`src/inc/sram_host_pkg.sv`:
```
// Timing, width and state constants for the static RAM host controller
package sram_host_pkg;

   // ==========================================================
   // Widths
   localparam int ADDR_W = 19;
   localparam int DATA_W = 8;
   localparam int CNT_W = 6;

   // ==========================================================
   // Clock
   localparam int CLK_PERIOD_NS = 4;

   // ==========================================================
   // Device timing in ns, fast grade then slow grade
   localparam int T_AA_FAST_NS = 70;
   localparam int T_AA_SLOW_NS = 85;
   localparam int T_SCE_FAST_NS = 60;
   localparam int T_SCE_SLOW_NS = 75;
   localparam int T_HZ_FAST_NS = 25;
   localparam int T_HZ_SLOW_NS = 30;
   localparam int T_SD_FAST_NS = 30;
   localparam int T_SD_SLOW_NS = 35;

   // ==========================================================
   // Cycle counts, least times rounded up, with the synchroniser stages added to reads
   localparam int SYNC_STAGES = 2;
   localparam int RD_CYC_FAST = (T_AA_FAST_NS + CLK_PERIOD_NS - 1) / CLK_PERIOD_NS + SYNC_STAGES;
   localparam int RD_CYC_SLOW = (T_AA_SLOW_NS + CLK_PERIOD_NS - 1) / CLK_PERIOD_NS + SYNC_STAGES;
   localparam int WR_CYC_FAST = (T_SCE_FAST_NS + CLK_PERIOD_NS - 1) / CLK_PERIOD_NS;
   localparam int WR_CYC_SLOW = (T_SCE_SLOW_NS + CLK_PERIOD_NS - 1) / CLK_PERIOD_NS;
   localparam int TURN_CYC_FAST = (T_HZ_FAST_NS + CLK_PERIOD_NS - 1) / CLK_PERIOD_NS;
   localparam int TURN_CYC_SLOW = (T_HZ_SLOW_NS + CLK_PERIOD_NS - 1) / CLK_PERIOD_NS;

   // ==========================================================
   // Reset values
   localparam logic [ADDR_W-1:0] ADDR_RST = 19'h00000;
   localparam logic [DATA_W-1:0] DATA_RST = 8'h00;

   // ==========================================================
   // Controller states
   typedef enum logic [4:0] {
      ST_IDLE  = 5'h01,
      ST_WRITE = 5'h02,
      ST_WHOLD = 5'h04,
      ST_READ  = 5'h08,
      ST_TURN  = 5'h10
   } ctrl_state_e;

endpackage

```
`src/hdl/sram_host_ctrl.sv`:
```
// Host controller driving an asynchronous 512K x 8 static RAM
// How it works
// 512K bytes, 19-bit address, one byte per access on shared data lines.
// Write stores bus byte when select and write strobe are both low.
// Read drives data when select and output enable low, write strobe high.
// Device floats data when deselected, output disabled or writing.
// Select high means power-down; host keeps select high while idle.
// Read data valid 70/85 ns after address settles.
// Old read data held at least 10 ns after address change.
// Read data valid 70/85 ns after select falls.
// Read data valid 35/45 ns after output enable falls.
// Outputs float within 25/30 ns after output enable or select rises.
// Outputs float within 25/30 ns after write strobe falls.
// Write happens only while select and write strobe overlap low.
// Address stable at least 60/75 ns before write end.
// Address present no later than write start.
// Address unchanged until write has ended.
// Write data valid 30/35 ns before write end, held to end.
// Data setup and hold timed against the terminating rising edge.
// Select and write strobe rising together leaves outputs floating.
// Address valid no later than select falling for a read.
// Unwritten memory contents are undefined.
`timescale 1ns/1ps
`default_nettype none
module sram_host_ctrl #(
   parameter bit FAST_GRADE = 1'b0
) (
   // Clock and reset
   input wire logic mclk_i,
   input wire logic reset_n_i,
   // User request
   input wire logic req_i,
   input wire logic wr_i,
   input wire logic [sram_host_pkg::ADDR_W-1:0] addr_i,
   input wire logic [sram_host_pkg::DATA_W-1:0] wdata_i,
   output logic ready_o,
   // User read answer
   output logic rvalid_o,
   output logic [sram_host_pkg::DATA_W-1:0] rdata_o,
   // Memory pins
   output logic [sram_host_pkg::ADDR_W-1:0] mem_addr_o,
   output logic mem_sel_n_o,
   output logic mem_wr_n_o,
   output logic mem_oe_n_o,
   output logic [sram_host_pkg::DATA_W-1:0] mem_data_o,
   output logic mem_data_oe_o,
   input wire logic [sram_host_pkg::DATA_W-1:0] mem_data_i
);

   // ==========================================================
   // Cycle counts for the chosen grade
   localparam int RD_CYC = FAST_GRADE ? sram_host_pkg::RD_CYC_FAST : sram_host_pkg::RD_CYC_SLOW;
   localparam int WR_CYC = FAST_GRADE ? sram_host_pkg::WR_CYC_FAST : sram_host_pkg::WR_CYC_SLOW;
   localparam int TURN_CYC = FAST_GRADE ? sram_host_pkg::TURN_CYC_FAST : sram_host_pkg::TURN_CYC_SLOW;
   localparam logic [sram_host_pkg::CNT_W-1:0] RD_LOAD = sram_host_pkg::CNT_W'(RD_CYC - 1);
   localparam logic [sram_host_pkg::CNT_W-1:0] WR_LOAD = sram_host_pkg::CNT_W'(WR_CYC - 1);
   localparam logic [sram_host_pkg::CNT_W-1:0] TURN_LOAD = sram_host_pkg::CNT_W'(TURN_CYC - 1);

   // ==========================================================
   // Declarations
   sram_host_pkg::ctrl_state_e state_reg;
   sram_host_pkg::ctrl_state_e state_next;
   logic [sram_host_pkg::CNT_W-1:0] cnt_reg;
   logic [sram_host_pkg::CNT_W-1:0] cnt_next;
   logic [sram_host_pkg::ADDR_W-1:0] addr_reg;
   logic [sram_host_pkg::DATA_W-1:0] wdata_reg;
   logic [sram_host_pkg::DATA_W-1:0] rdata_reg;
   logic [sram_host_pkg::DATA_W-1:0] rd_sync;
   logic sel_n_reg;
   logic wr_n_reg;
   logic oe_n_reg;
   logic data_oe_reg;
   logic ready_reg;
   logic rvalid_reg;
   wire cnt_done;
   wire take_req;
   wire take_wr;
   wire take_rd;

   // ==========================================================
   // Read data synchroniser
   sram_pin_sync #(
      .WIDTH(sram_host_pkg::DATA_W)
   ) u_rd_sync (
      .mclk_i(mclk_i),
      .reset_n_i(reset_n_i),
      .async_i(mem_data_i),
      .sync_o(rd_sync)
   );

   // ==========================================================
   // Decode
   assign cnt_done = (cnt_reg == '0);
   assign take_req = req_i && ready_reg;
   assign take_wr = take_req && wr_i;
   assign take_rd = take_req && !wr_i;

   // ==========================================================
   // Next state
   always_comb begin
      state_next = state_reg;
      cnt_next = cnt_reg;
      case (state_reg)
         sram_host_pkg::ST_IDLE: begin
            if (take_wr) begin
               state_next = sram_host_pkg::ST_WRITE;
               cnt_next = WR_LOAD;
            end else if (take_rd) begin
               state_next = sram_host_pkg::ST_READ;
               cnt_next = RD_LOAD;
            end
         end
         sram_host_pkg::ST_WRITE: begin
            if (cnt_done) begin
               state_next = sram_host_pkg::ST_WHOLD;
            end else begin
               cnt_next = cnt_reg - 1'b1;
            end
         end
         sram_host_pkg::ST_WHOLD: begin
            state_next = sram_host_pkg::ST_TURN;
            cnt_next = TURN_LOAD;
         end
         sram_host_pkg::ST_READ: begin
            if (cnt_done) begin
               state_next = sram_host_pkg::ST_TURN;
               cnt_next = TURN_LOAD;
            end else begin
               cnt_next = cnt_reg - 1'b1;
            end
         end
         sram_host_pkg::ST_TURN: begin
            if (cnt_done) begin
               state_next = sram_host_pkg::ST_IDLE;
            end else begin
               cnt_next = cnt_reg - 1'b1;
            end
         end
         default: begin
            state_next = sram_host_pkg::ST_IDLE;
            cnt_next = '0;
         end
      endcase
   end

   // ==========================================================
   // State and counter
   always_ff @(posedge mclk_i or negedge reset_n_i) begin
      if (!reset_n_i) begin
         state_reg <= sram_host_pkg::ST_IDLE;
         cnt_reg <= '0;
      end else begin
         state_reg <= state_next;
         cnt_reg <= cnt_next;
      end
   end

   // ==========================================================
   // Address and write data, loaded only at request
   always_ff @(posedge mclk_i or negedge reset_n_i) begin
      if (!reset_n_i) begin
         addr_reg <= sram_host_pkg::ADDR_RST;
         wdata_reg <= sram_host_pkg::DATA_RST;
      end else if (take_req) begin
         addr_reg <= addr_i;
         wdata_reg <= wdata_i;
      end
   end

   // ==========================================================
   // Strobes
   always_ff @(posedge mclk_i or negedge reset_n_i) begin
      if (!reset_n_i) begin
         sel_n_reg <= 1'b1;
         wr_n_reg <= 1'b1;
         oe_n_reg <= 1'b1;
      end else if (take_wr) begin
         sel_n_reg <= 1'b0;
         wr_n_reg <= 1'b0;
         oe_n_reg <= 1'b1;
      end else if (take_rd) begin
         sel_n_reg <= 1'b0;
         wr_n_reg <= 1'b1;
         oe_n_reg <= 1'b0;
      end else if ((state_reg == sram_host_pkg::ST_WRITE || state_reg == sram_host_pkg::ST_READ) && cnt_done) begin
         sel_n_reg <= 1'b1;
         wr_n_reg <= 1'b1;
         oe_n_reg <= 1'b1;
      end
   end

   // ==========================================================
   // Data bus drive, kept one cycle past write end
   always_ff @(posedge mclk_i or negedge reset_n_i) begin
      if (!reset_n_i) begin
         data_oe_reg <= 1'b0;
      end else if (take_wr) begin
         data_oe_reg <= 1'b1;
      end else if (state_reg == sram_host_pkg::ST_WHOLD) begin
         data_oe_reg <= 1'b0;
      end
   end

   // ==========================================================
   // User side
   always_ff @(posedge mclk_i or negedge reset_n_i) begin
      if (!reset_n_i) begin
         ready_reg <= 1'b0;
         rvalid_reg <= 1'b0;
         rdata_reg <= sram_host_pkg::DATA_RST;
      end else begin
         ready_reg <= (state_next == sram_host_pkg::ST_IDLE);
         rvalid_reg <= (state_reg == sram_host_pkg::ST_READ) && cnt_done;
         if ((state_reg == sram_host_pkg::ST_READ) && cnt_done) begin
            rdata_reg <= rd_sync;
         end
      end
   end

   // ==========================================================
   // Outputs
   assign ready_o = ready_reg;
   assign rvalid_o = rvalid_reg;
   assign rdata_o = rdata_reg;
   assign mem_addr_o = addr_reg;
   assign mem_sel_n_o = sel_n_reg;
   assign mem_wr_n_o = wr_n_reg;
   assign mem_oe_n_o = oe_n_reg;
   assign mem_data_o = wdata_reg;
   assign mem_data_oe_o = data_oe_reg;

endmodule
`default_nettype wire

```
`src/hdl/sram_pin_sync.sv`:
```
// Two-stage synchroniser for pin inputs
`timescale 1ns/1ps
`default_nettype none
module sram_pin_sync #(
   parameter int WIDTH = 8
) (
   // Clock and reset
   input wire logic mclk_i,
   input wire logic reset_n_i,
   // Data
   input wire logic [WIDTH-1:0] async_i,
   output logic [WIDTH-1:0] sync_o
);

   logic [WIDTH-1:0] stage1_reg;
   logic [WIDTH-1:0] stage2_reg;

   // ==========================================================
   // Stages
   always_ff @(posedge mclk_i or negedge reset_n_i) begin
      if (!reset_n_i) begin
         stage1_reg <= '0;
         stage2_reg <= '0;
      end else begin
         stage1_reg <= async_i;
         stage2_reg <= stage1_reg;
      end
   end

   assign sync_o = stage2_reg;

endmodule
`default_nettype wire

```
`config.mk`:
```
export PLATFORM = sky130hd
export DESIGN_NAME = sram_host_ctrl
export DESIGN_NICKNAME = d
export VERILOG_FILES = /design/src/inc/sram_host_pkg.sv /design/src/hdl/sram_host_ctrl.sv /design/src/hdl/sram_pin_sync.sv
export SDC_FILE = /design/constraint.sdc
export NUM_CORES = 1
export LEC_CHECK = 0
export BUFFER_PORTS_ARGS = -buffer_cell sky130_fd_sc_hd__buf_2
export CAP_MARGIN = 20
export CORE_MARGIN = 5
export CORE_UTILIZATION = 25
export CTS_CLUSTER_DIAMETER = 60
export DETAILED_ROUTE_END_ITERATION = 16
export HOLD_SLACK_MARGIN = 0.05
export PLACE_DENSITY = 0.44
export SKIP_CTS_REPAIR_TIMING = 1
export SYNTH_ARGS = -nofsm -noshare
export SYNTH_HDL_FRONTEND = slang
export SYNTH_SLANG_ARGS = --single-unit
```
`constraint.sdc`:
```
create_clock -name mclk_i -period 2.6 [get_ports mclk_i]
set_input_delay 0.13 -clock mclk_i [delete_from_list [all_inputs] [get_ports mclk_i]]
set_output_delay 0.13 -clock mclk_i [all_outputs]
set_load 0.02 [all_outputs]
```
==> summary.md <==
| Metric | Value |
|---|---|
| CP startpoint | `cnt_reg[0]$_DFFE_PN0P_` |
| Total Routing Usage GR | `10.4%` |
| Die height | `114 um` |
| Buffers added on ports | `79` |
| Share of cells above drive strength 1 | `31.2%` |
| Initial antenna violation count | `0` |
| Fmax | `0.439 GHz` |
| Compound-Gate Fraction of Synth Area | `8.75%` |
| Final Hold Fails | `0` |
| Worst EP arrival | `2.54 ns` |
| Sink Count | `68` |
| Grt ovf | `0` |
| Fin util | `36.5%` |
| Die X | `114 um` |
| Cells after Synth | `254` |
| Mapped Area | `2690 um^2` |
| Slew @ Worst Pin | `0.694 ns` |
| Final GP Congestion | `0.793` |
| Worst path bufs/invs | `1` |
| Final ANT Viol Nets | `0` |
| CP max FO | `8` |
| Initial Util | `25.8%` |
| Core Region | `10,400 um^2` |
| Reg clk slew, reported paths | `0.08 ns` |
| Hold crit path type | `input port to flop` |
| Post-synthesis mux area share | `3.35%` |
| Skew final | `0.0105 ns` |
| Synth warn | `0` |
| Detailed placer's ending HPWL | `4370 um` |
| Critical path depth | `7` |
| I/O pin total | `80` |
| Lkg Pwr | `1.91 nW` |
| TritonCTS Buffers | `9` |
| R2R setup slack | `0.32 ns` |
| Syn Nets | `294` |
| Max Cap Viol | `0` |
| Number of nets in the layout | `413` |
| CTS tree | `built` |
| First-pass GRT wire length | `10,700 um` |
| WL final | `6560 um` |
| CTS max path bufs | `2` |
| Drt wl/cell | `12.8 um` |
| H-tree levels | `3` |
| Crit-path slowest cell | `or2_0` |
| Family with the most delay on the worst path | `simple AND/OR/NAND/NOR gates` |
| VDD IR max | `472 uV` |
| Pwr dens | `1140 nW/um^2` |
| Diode count | `0` |
| Initial drt markers | `97` |
| Status | `complete, no violations` |
| CTS root buf | `clkbuf_8` |
| Filler Cells Inserted | `1,032` |
| Worst Path Required | `2.86 ns` |
| TNS Setup | `0 ns` |
| Commonest cells after routing, fill and taps aside | `nand2_1 (90), buf_2 (79), dfrtp_1 (64)` |
| Syn-to-layout area delta | `41.6%` |
| Non-filler instance count after layout | `514` |
| Final setup fails | `0` |
| Most common cell after layout, fill and taps aside | `nand2_1` |
| Slew HR | `53.7%` |
| Adder-Cell Fraction of Synth Area | `0.466%` |
| Fin crit period | `2.28 ns` |
| Number of cells on the worst reg-to-reg path | `7` |
| Largest family of logic cells by synthesized area | `simple AND/OR/NAND/NOR gates` |
| Final period utilization | `87.7%` |
| Drt pass-1 iters | `4` |
| WHS | `0.120 ns` |
| Syn avg cell area | `10.6 um^2` |
| Crit path launch type | `flop` |
| R2R Path End | `cnt_reg[5]$_DFFE_PN0P_` |
| Placed cell count | `462` |
| Max-slew violations | `0` |
| #FFs+latches synth | `68` |
| FP Rows | `37` |
| Max FFs per register | `19` |
| RSZ-0062 raised after global routing | `false` |
| CP Class | `flop to flop` |
| Via Count | `2,168` |
| CP peak stage delay | `0.49 ns` |
| Crit-path cells | `inv_1, ha_1, or4b_4, or2_0, o221ai_2, or4_1, a21oi_1` |
| Skew-Pair Late Insertion Delay | `0.34 ns` |
| Register area share after synthesis | `63.5%` |
| Largest net degree at the start of global routing | `39` |
| Vias in the first global route | `2,170` |
| Simple-Gate Fraction of Synth Area | `20.1%` |
| Vias per inst | `4.22` |
| Setup crit end | `cnt_reg[5]$_DFFE_PN0P_` |
| Number of distinct library cells after synthesis | `46` |
| # DRC | `0` |
| R2R Path Start | `cnt_reg[0]$_DFFE_PN0P_` |
| Die area | `12,900 um^2` |
| Crit end category | `flop` |
| Xor and xnor fraction of the mapped netlist area | `0.978%` |
## kinds of logic (layout without fill, tap and decap cells)
| kind of cell | Yosys count | in the layout |
|---|---|---|
| buffers and inverters | 18 | 142 |
| xor gates and xnor gates | 3 | 3 |
| DFF | 68 | 68 |
| and+or+nand+nor | 124 | 124 |
| muxes | 8 | 8 |
| adders and majority gates | 1 | 1 |
| AOI/OAI and AO/OA | 32 | 32 |
## synth_stat cells (all sizes together)
| cell | n | area [um^2] |
|---|---|---|
| nor2 | 11 | 43.8 |
| mux2 | 8 | 90.1 |
| nor2b | 4 | 25.0 |
| inv | 7 | 26.3 |
| nor3b | 1 | 12.5 |
| o211ai | 1 | 7.51 |
| o21ai | 7 | 35.0 |
| o221ai | 1 | 15.0 |
| a21oi | 5 | 25.0 |
| o22ai | 3 | 32.5 |
| nand2b | 1 | 6.26 |
| o311ai | 2 | 17.5 |
| a221oi | 1 | 8.76 |
| or2 | 2 | 12.5 |
| or3b | 1 | 8.76 |
| a22o | 2 | 17.5 |
| a31oi | 1 | 6.26 |
| dfrtp | 64 | 1600 |
| nor3 | 5 | 30.0 |
| o31a | 1 | 8.76 |
| ha | 1 | 12.5 |
| buf | 2 | 16.3 |
| clkbuf | 9 | 33.8 |
| a311oi | 1 | 8.76 |
| and2 | 1 | 6.26 |
| nand2 | 91 | 344 |
| nor4 | 1 | 6.26 |
| or4 | 1 | 7.51 |
| nand3 | 1 | 5.00 |
| xor2 | 2 | 17.5 |
| a21o | 3 | 22.5 |
| or4b | 1 | 13.8 |
| xnor2 | 1 | 8.76 |
| or3 | 3 | 18.8 |
| dfstp | 4 | 105 |
| o31ai | 1 | 7.51 |
| o21bai | 1 | 7.51 |
| o21a | 2 | 15.0 |
## stage by stage
stage	power [mW]	setup WS [ns]	instance area [um^2]
after floorplan	2.88	0.635	2690
after global placement	3.44	0.379	3250
after detailed placement	3.45	0.329	3250
after CTS	4.37	0.311	3440
after global routing	4.68	0.160	3800
final	4.34	0.320	3800
## metal layers
metal	global-route usage, %	vias to the layer above	wire length (um)
li1	-	1076	-
met1	13.8	1027	3020
met2	15.8	58	3090
met3	3.18	7	368
met4	4.33	0	90
met5	0	-	0
## worst min-delay path by stage
stage,from,end,slack (ns),depth (start not counted)
2_1_floorplan,reset_n_i,cnt_reg[0]$_DFFE_PN0P_,-0.17,0
3_3_place_gp,reset_n_i,mem_addr_o[18]$_DFFE_PN0N_,0.22,1
5_1_grt,wr_i,mem_data_oe_o$_DFFE_PN0P_,0.14,3
4_1_cts,reset_n_i,rdata_o[1]$_DFFE_PN0P_,-0.17,1
6_report,wr_i,mem_data_oe_o$_DFFE_PN0P_,0.12,3
3_5_place_dp,reset_n_i,mem_addr_o[18]$_DFFE_PN0N_,0.22,1
## tightest hold or removal path, delay by kind of cell
family,cells,cell delay (ns)
buffers and inverters,1,0.08
and+or+nand+nor,2,0.22
## cell type report
| type | count | area (um^2) | area share (%) |
|---|---|---|---|
| tap | 136 | 170 | 4.47 |
| sequential | 68 | 1710 | 44.9 |
| multi-input combinational | 168 | 905 | 23.8 |
| clock inverter | 7 | 75.1 | 1.97 |
| clock buffer | 9 | 124 | 3.26 |
| inverter | 7 | 26.3 | 0.691 |
| timing repair buffer | 119 | 798 | 21.0 |
## power breakdown
group / switching [mW] / leakage (nW) / internal [mW]
sequential: 0.253 / 0.820 / 1.43
clock: 0.434 / 0.104 / 0.448
combinational: 1.08 / 0.991 / 0.686
total: 1.77 / 1.91 / 2.57
Power figures use the tool's default switching activity.
